`src/common/clk_shutdown_consts.vh`:
```
/*
 * constants for the clock-management shutdown block: register addresses,
 * mode-dependent values and field positions.
 * assumes inclusion by bare name from the design files.
 */
`ifndef CLK_SHUTDOWN_CONSTS_VH
`define CLK_SHUTDOWN_CONSTS_VH

// register addresses (spi word addresses, 9 bits)
`define ADDR_PLL_SOFT_RESET 9'h008
`define ADDR_CLKGEN_SOFT_RESET 9'h009
`define ADDR_PLL_ENABLE 9'h010
`define ADDR_CLOCK_MGMT 9'h014
`define ADDR_CLOCK_GEN 9'h020
`define ADDR_LOGIC_ENABLE 9'h022
`define ADDR_IMAGE_CORE 9'h028
`define ADDR_FRONT_END 9'h030
`define ADDR_BIAS_FIRST 9'h040
`define ADDR_BIAS_LAST 9'h047
`define ADDR_SERIAL_TX 9'h070
`define ADDR_SEQ_CTRL 9'h0C0

// shutdown and sequencer values
`define VAL_ZERO 16'h0000
`define VAL_CLKGEN_RESET 16'h0009
`define VAL_PLL_RESET 16'h0099
`define VAL_LOGIC_OFF_8_PLL 16'h200C
`define VAL_LOGIC_OFF_8_NOPLL 16'h2008
`define VAL_LOGIC_OFF_10_PLL 16'h2004
`define VAL_LOGIC_OFF_10_NOPLL 16'h2000
`define VAL_SEQ_START 16'h0003
`define VAL_SEQ_STOP 16'h0002

// field positions
`define BIT_SEQ_ENABLE 0
`define BIT_LOGIC_CLK_ON 1
`define BIT_PLL_SELECT 2

// reset values of the register file
`define RST_CLOCK_GEN 16'h200F
`define RST_LOGIC_ENABLE 16'h0001
`define RST_PLL_ENABLE 16'h0001
`define RST_CLOCK_MGMT 16'h0001
`define RST_OTHER 16'h0000

`endif

```
`src/rtl/clk_shutdown_regs.v`:
```
/*
 * register file and clock-management state of the sensor: accepts spi-side
 * word writes, gates the logic clock and the pll, tracks acquisition and
 * flags static registers rewritten while frames are being acquired.
 * assumes an spi front end that delivers one aligned write strobe per word
 * in the mclk domain; reference clock selection pins come from outside.
 */
// Notes on behaviour
// RULE1 - host: logic off, clock gate, clkgen reset
// RULE2 - host: logic-off value depends on mode
// RULE3 - host: pll off, pll reset, clock mgmt
// RULE4 - device stops internal clocking after uploads
// RULE5 - host resets sensor before stopping clock
// RULE6 - reference clock is pll pin or lvds
// RULE7 - frame rate, exposure accepted in any state
// RULE8 - gain changes accepted in any state
// RULE9 - windowing, subsampling accepted in any state
// RULE10 - host: static writes only when sequencer off
// RULE11 - host: no static rewrites during acquisition
// RULE12 - static rewrite during acquisition corrupts frames
// RULE13 - host: reserved registers keep defaults
// RULE14 - host: 0x0003 starts, 0x0002 stops sequencer
// RULE15 - host: uploads in order, one at a time
`include "clk_shutdown_consts.vh"
`default_nettype none

module clk_shutdown_regs (
  input wire mclk,
  input wire srst,
  input wire wrStrobe,
  input wire [8:0] wrAddr,
  input wire [15:0] wrData,
  input wire [8:0] rdAddr,
  input wire pllBypass,
  input wire pllClkPin,
  input wire lvdsClkPin,
  output reg [15:0] rdData,
  output reg logicClkOn,
  output reg logicBlocksOn,
  output reg clkGenInReset,
  output reg pllOn,
  output reg pllInReset,
  output reg refClk,
  output reg acquiring,
  output reg frameCorrupt,
  output reg acqHalted
);

  localparam ST_STANDBY = 2'b00;
  localparam ST_IDLE = 2'b01;
  localparam ST_RUNNING = 2'b10;

  reg [15:0] clockGen_q;
  reg [15:0] logicEnable_q;
  reg [15:0] pllEnable_q;
  reg [15:0] clockMgmt_q;
  reg [15:0] pllSoftReset_q;
  reg [15:0] clkgenSoftReset_q;
  reg [15:0] imageCore_q;
  reg [15:0] frontEnd_q;
  reg [15:0] serialTx_q;
  reg [15:0] seqCtrl_q;
  reg [15:0] bias_q [0:7];
  reg [1:0] state_q;
  reg [1:0] state_d;
  wire pllSync;
  wire lvdsSync;
  wire bypassSync;
  integer i;

  // true for the static group that must not move during acquisition
  function isStatic;
    input [8:0] a;
    begin
      isStatic = (a == `ADDR_CLOCK_GEN) || (a == `ADDR_IMAGE_CORE) ||
                 (a == `ADDR_FRONT_END) || (a == `ADDR_SERIAL_TX) ||
                 ((a >= `ADDR_BIAS_FIRST) && (a <= `ADDR_BIAS_LAST));
    end
  endfunction

  wire wrStatic = wrStrobe & isStatic(wrAddr);

  ////////////////////////////////////////////////////////////////////////////
  // register writes; frame-rate, exposure, gain and window registers live
  // elsewhere and are never gated by state here
  always @(posedge mclk) begin
    if (srst) begin
      clockGen_q <= `RST_CLOCK_GEN;
      logicEnable_q <= `RST_LOGIC_ENABLE;
      pllEnable_q <= `RST_PLL_ENABLE;
      clockMgmt_q <= `RST_CLOCK_MGMT;
      pllSoftReset_q <= `RST_OTHER;
      clkgenSoftReset_q <= `RST_OTHER;
      imageCore_q <= `RST_OTHER;
      frontEnd_q <= `RST_OTHER;
      serialTx_q <= `RST_OTHER;
      seqCtrl_q <= `RST_OTHER;
      for (i = 0; i < 8; i = i + 1) begin
        bias_q[i] <= `RST_OTHER;
      end
    end else if (wrStrobe) begin // RULE7 RULE8 RULE9
      case (wrAddr)
        `ADDR_CLOCK_GEN: clockGen_q <= wrData;
        `ADDR_LOGIC_ENABLE: logicEnable_q <= wrData;
        `ADDR_PLL_ENABLE: pllEnable_q <= wrData;
        `ADDR_CLOCK_MGMT: clockMgmt_q <= wrData;
        `ADDR_PLL_SOFT_RESET: pllSoftReset_q <= wrData;
        `ADDR_CLKGEN_SOFT_RESET: clkgenSoftReset_q <= wrData;
        `ADDR_IMAGE_CORE: imageCore_q <= wrData;
        `ADDR_FRONT_END: frontEnd_q <= wrData;
        `ADDR_SERIAL_TX: serialTx_q <= wrData;
        `ADDR_SEQ_CTRL: seqCtrl_q <= wrData;
        default: begin
          if ((wrAddr >= `ADDR_BIAS_FIRST) && (wrAddr <= `ADDR_BIAS_LAST)) begin
            bias_q[wrAddr[2:0]] <= wrData;
          end
        end
      endcase
    end
  end

  ////////////////////////////////////////////////////////////////////////////
  // sensor state: standby while logic is off, idle, running on sequencer bit
  always @* begin
    state_d = ST_IDLE;
    if (logicEnable_q == `VAL_ZERO) begin
      state_d = ST_STANDBY;
    end else if (seqCtrl_q[`BIT_SEQ_ENABLE]) begin
      state_d = ST_RUNNING;
    end
  end

  always @(posedge mclk) begin
    if (srst) begin
      state_q <= ST_STANDBY;
    end else begin
      case (state_d)
        ST_STANDBY: state_q <= ST_STANDBY;
        ST_IDLE: state_q <= ST_IDLE;
        ST_RUNNING: state_q <= ST_RUNNING;
        default: state_q <= ST_STANDBY;
      endcase
    end
  end

  ////////////////////////////////////////////////////////////////////////////
  // clocking outputs follow the shutdown uploads
  always @(posedge mclk) begin
    if (srst) begin
      logicClkOn <= 1'b1;
      logicBlocksOn <= 1'b1;
      clkGenInReset <= 1'b0;
      pllOn <= 1'b1;
      pllInReset <= 1'b0;
      acquiring <= 1'b0;
    end else begin
      logicBlocksOn <= logicEnable_q != `VAL_ZERO; // RULE4
      logicClkOn <= clockGen_q[`BIT_LOGIC_CLK_ON]; // RULE4
      clkGenInReset <= clkgenSoftReset_q == `VAL_CLKGEN_RESET; // RULE4
      pllOn <= (pllEnable_q != `VAL_ZERO) && (clockMgmt_q != `VAL_ZERO); // RULE4
      pllInReset <= pllSoftReset_q == `VAL_PLL_RESET; // RULE4
      acquiring <= state_q == ST_RUNNING;
    end
  end

  ////////////////////////////////////////////////////////////////////////////
  // reference clock pins come from outside, so each is synchronised
  sync3 uPllSync (.mclk(mclk), .srst(srst), .din(pllClkPin), .dout(pllSync));
  sync3 uLvdsSync (.mclk(mclk), .srst(srst), .din(lvdsClkPin), .dout(lvdsSync));
  sync3 uBypSync (.mclk(mclk), .srst(srst), .din(pllBypass), .dout(bypassSync));

  always @(posedge mclk) begin
    if (srst) begin
      refClk <= 1'b0;
    end else begin
      refClk <= bypassSync ? lvdsSync : pllSync; // RULE6
    end
  end

  ////////////////////////////////////////////////////////////////////////////
  // a static rewrite while running flags a corrupt frame; a clock-generator
  // rewrite sets acqHalted, which holds until the sensor leaves the running state
  always @(posedge mclk) begin
    if (srst) begin
      frameCorrupt <= 1'b0;
      acqHalted <= 1'b0;
    end else begin
      frameCorrupt <= wrStatic && (state_q == ST_RUNNING); // RULE12
      if (wrStatic && (state_q == ST_RUNNING) && (wrAddr == `ADDR_CLOCK_GEN)) begin
        acqHalted <= 1'b1; // RULE12
      end else if (state_q != ST_RUNNING) begin
        acqHalted <= 1'b0;
      end
    end
  end

  ////////////////////////////////////////////////////////////////////////////
  // read port; unmapped addresses read zero
  always @(posedge mclk) begin
    if (srst) begin
      rdData <= 16'h0000;
    end else begin
      case (rdAddr)
        `ADDR_CLOCK_GEN: rdData <= clockGen_q;
        `ADDR_LOGIC_ENABLE: rdData <= logicEnable_q;
        `ADDR_PLL_ENABLE: rdData <= pllEnable_q;
        `ADDR_CLOCK_MGMT: rdData <= clockMgmt_q;
        `ADDR_PLL_SOFT_RESET: rdData <= pllSoftReset_q;
        `ADDR_CLKGEN_SOFT_RESET: rdData <= clkgenSoftReset_q;
        `ADDR_IMAGE_CORE: rdData <= imageCore_q;
        `ADDR_FRONT_END: rdData <= frontEnd_q;
        `ADDR_SERIAL_TX: rdData <= serialTx_q;
        `ADDR_SEQ_CTRL: rdData <= seqCtrl_q;
        default: begin
          if ((rdAddr >= `ADDR_BIAS_FIRST) && (rdAddr <= `ADDR_BIAS_LAST)) begin
            rdData <= bias_q[rdAddr[2:0]];
          end else begin
            rdData <= 16'h0000;
          end
        end
      endcase
    end
  end

endmodule // clk_shutdown_regs

`default_nettype wire

```
`src/rtl/sync3.v`:
```
/*
 * three-stage synchroniser for a pin input; the output changes only when
 * the second and third stages agree.
 * assumes mclk domain, synchronous active-high reset.
 */
`default_nettype none

module sync3 (
  input wire mclk,
  input wire srst,
  input wire din,
  output reg dout
);

  reg s1_q;
  reg s2_q;
  reg s3_q;

  // first stage feeds only the second stage
  always @(posedge mclk) begin
    if (srst) begin
      s1_q <= 1'b0;
      s2_q <= 1'b0;
      s3_q <= 1'b0;
      dout <= 1'b0;
    end else begin
      s1_q <= din;
      s2_q <= s1_q;
      s3_q <= s2_q;
      if (s2_q == s3_q) begin
        dout <= s3_q;
      end
    end
  end

endmodule // sync3

`default_nettype wire

```
`config.mk`:
```
export PLATFORM = sky130hd
export DESIGN_NAME = clk_shutdown_regs
export DESIGN_NICKNAME = d
export VERILOG_FILES = /design/src/rtl/clk_shutdown_regs.v /design/src/rtl/sync3.v
export VERILOG_INCLUDE_DIRS = /design/src /design/src/common
export SDC_FILE = /design/constraint.sdc
export NUM_CORES = 1
export LEC_CHECK = 0
export BUFFER_PORTS_ARGS = -buffer_cell sky130_fd_sc_hd__buf_2
export CAP_MARGIN = 20
export CORE_MARGIN = 2
export CORE_UTILIZATION = 45
export CTS_CLUSTER_DIAMETER = 40
export DETAILED_ROUTE_END_ITERATION = 8
export GPL_TIMING_DRIVEN = 0
export MAX_ROUTING_LAYER = met4
export RECOVER_POWER = 25
export SYNTH_ARGS = -nofsm -noshare
export SYNTH_HDL_FRONTEND = slang
export SYNTH_SLANG_ARGS = --single-unit
```
`constraint.sdc`:
```
create_clock -name mclk -period 3.5 [get_ports mclk]
set_input_delay 0.525 -clock mclk [delete_from_list [all_inputs] [get_ports mclk]]
set_output_delay 0.525 -clock mclk [all_outputs]
set_load 0.03 [all_outputs]
```
==> impl_metrics.py <==
metrics = {
    "hold_path": {
        "holdCritStartpoint": "pllBypass",
        "min_path_cells": 2,
        "hold_end": "uBypSync.s1_q$_SDFF_PP0_",
        "min-delay-path-class": "input pin to flop",
    },
    "layout": {
        "fin_nets": 1405,
        "fin_area_um2": 16800,
        "syn2layout_area_growth_pct": 16.2,
        "nFillCells": 2829,
        "num_antenna_cells": 0,
        "layout-drive-gt1-share_pct": 13.5,
    },
    "drt": {
        "via_per_inst": 5.75,
        "num_vias": 10400,
        "wire_per_inst_um": 23.7,
        "drt_iter0_markers": 889,
        "route.detailed.drc": 0,
        "first_pass_iters": 6,
        "drtAntennaViolNets": 0,
        "wirelength_mm": 42.8,
    },
    "logic_synthesis": {
        "yosys-top-cells-count": "199 x dfxtp_1, 170 x nor2_1, 164 x mux2i_1",
        "synthTopCellsByArea": "dfxtp_1 28%, edfxtp_1 27%, mux2i_1 11%",
        "ys.warnings.count": 0,
        "ys_ff_latch": 327,
        "postSynth.asyncResetShare_pct": 0,
        "avgSynthCellArea_um2": 11.4,
        "synth_cell_types": 71,
        "synth_top_area_cell": "dfxtp_1",
        "synth_most_common_cell": "dfxtp_1",
        "syn-cell-area_um2": 14500,
        "synthesis.nets": 1311,
        "synth_top_area_share_pct": 27.6,
        "synth_edf_count": 128,
        "synth_flop_cell": "dfxtp_1",
        "synth_cells": 1271,
        "ys_seq_area_share_pct": 54.1,
    },
    "place": {
        "gp_congestion": 0.941,
        "hpwlAfterDp_mm": 31.2,
        "port-buffer-count": 44,
        "place_area_um2": 15200,
    },
    "setup_path": {
        "r2r_cells": 4,
        "cp-end-kind": "flop",
        "r2r-start": "bias_q[7][4]$_SDFFCE_PN0P_",
        "reg2reg_setup_slack_ns": 1.69,
        "required_ns": 3.70,
        "r2r_end": "rdData[4]$_SDFF_PP0_",
        "crit_arrival_ns": 3.04,
        "crit_fanout": 16,
        "critPathKind": "input pin to flop",
        "startpoint_type": "input pin",
    },
    "clock_network": {
        "clk_path_buf_depth": 3,
        "htree_levels": 2,
        "holdBufCountCts": 0,
        "cts_resized": 0,
        "cts_root_buffer": "clkbuf_16",
        "cts_buffers": 47,
        "clk_pin_slew_ns": 0.06,
        "clkSinkCount": 327,
        "clkLatencyLatePin_ns": 0.55,
        "cts_setup_buffers": 0,
        "tritoncts": "done",
    },
    "sta": {
        "fin_hold_ws_ns": 0.185,
        "rsz0062_at_grt": "false",
        "tightest_slew_ns": 1.15,
        "period_needed_ns": 2.84,
        "slew_headroom_pct": 22.9,
        "finalSetupTns_ns": 0,
        "report.final.slew_viol_count": 0,
        "max_clock_freq_mhz": 352,
        "period_share_pct": 81.1,
        "setup_viol": 0,
        "clock_skew_ns": 0.0114,
        "hold_violations": 0,
    },
    "power": {
        "p_per_area_nw_per_um2": 566,
        "irDropWorstVdd_uv": 334,
        "p_leak_nw": 6.28,
    },
    "die": {
        "fp.dieH_um": 183,
        "io_pins": 65,
        "initial_core_util_pct": 45.7,
        "row_count": 65,
        "placeableCoreArea_um2": 31600,
        "design.die.area_um2": 33600,
        "fp.dieW_um": 183,
    },
    "global_routing": {
        "grt_max_degree": 17,
        "grt_pass1_wl_mm": 64.5,
        "antenna_found_initial": 0,
        "grt_pass1_vias": 10300,
        "gr-total-overflow": 0,
        "gr-usage-all-layers_pct": 26.5,
    },
    "run": {
        "maxCapViolations": 0,
    },
    "run_status": {
        "status": "finished, final reports clean",
    },
}
[worst max path at each step]
stage / start / end / slack [ns]
2_1_floorplan: wrAddr[4] / bias_q[2][0]$_SDFFCE_PN0P_ / 0.92
3_3_place_gp: rdAddr[1] / rdData[15]$_SDFF_PP0_ / 0.30
3_5_place_dp: rdAddr[1] / rdData[15]$_SDFF_PP0_ / 0.34
4_1_cts: rdAddr[1] / rdData[15]$_SDFF_PP0_ / 0.90
5_1_grt: wrAddr[5] / bias_q[2][11]$_SDFFCE_PN0P_ / 0.52
6_report: wrAddr[5] / bias_q[2][11]$_SDFFCE_PN0P_ / 0.66
[flip-flops by register name, indices dropped and copies added (netlist names), 2 cells and up]
signal	count
bias_q	128
clkgenSoftReset_q	16
clockGen_q	16
clockMgmt_q	16
frontEnd_q	16
imageCore_q	16
logicEnable_q	16
pllEnable_q	16
pllSoftReset_q	16
rdData	16
seqCtrl_q	16
serialTx_q	16
state_q	2
[kinds of logic (layout without fill, tap and decap cells)]
logic type	after synthesis	in the layout	synth area share, %
muxes	197	197	16.4
AOI/OAI and AO/OA	139	139	7.06
buffers and inverters	108	240	3.46
and+or+nand+nor	500	500	18.9
DFF	327	327	54.1
[metal layers]
metal | global-route usage [%] | wire [µm]
met2 | 42.4 | 20100
met3 | 3.77 | 2450
met4 | 9.41 | 1420
met1 | 34.6 | 18800
met5 | - | 0
[final cells by class]
| type | count | area [µm²] | share of cell area [%] |
|---|---|---|---|
| multi-input cells | 836 | 6100 | 36.3 |
| plain buffers | 104 | 477 | 2.84 |
| well taps | 402 | 503 | 2.99 |
| repair buffers | 45 | 193 | 1.15 |
| clock buffers | 63 | 1410 | 8.36 |
| inverters | 4 | 15.0 | 0.0893 |
| flip-flops and latches | 327 | 7830 | 46.6 |
| clock inverters | 24 | 289 | 1.72 |
[worst max-delay path, stage by stage]
cell and delay [ns]:
clkbuf_1 0.12, or3b_1 0.49, or4_1 0.53, clkbuf_1 0.25
nor3_1 0.63, or2_2 0.48
[through the flow]
stage	utilization, %	instances	setup slack, ns	power, mW
after floorplan	-	1271	0.918	4.39
after global placement	48.0	1717	0.295	4.56
after detailed placement	48.0	1717	0.338	4.56
after CTS	53.3	1804	0.897	9.56
after global routing	53.1	1805	0.520	9.75
final	53.1	1805	0.663	9.52
[power by group]
part,internal [mW],total [mW],switching [mW]
clock,3.21,5.04,1.82
sequential,4.03,4.06,0.0230
combinational,0.128,0.427,0.299
total,7.37,9.52,2.15
[placed cells by master, fill, tap and decap left out, types with 7 or more instances in the layout]
cell	count
a21oi_1	26
mux2i_1	164
nand3_1	9
nor4_1	27
nand4_1	7
a221oi_1	9
edfxtp_1	128
a31oi_1	9
nand2_1	61
clkbuf_1	109
nor2_1	170
and2_1	105
nor3_1	17
nand3b_1	8
clkbuf_16	54
a22o_1	19
nand2b_1	8
mux4_2	32
a22oi_1	19
nor2b_1	14
and2_0	17
o21ai_0	12
dfxtp_1	199
buf_2	34
or2_2	12
Note: power is estimated with default switching activity, not from simulation.
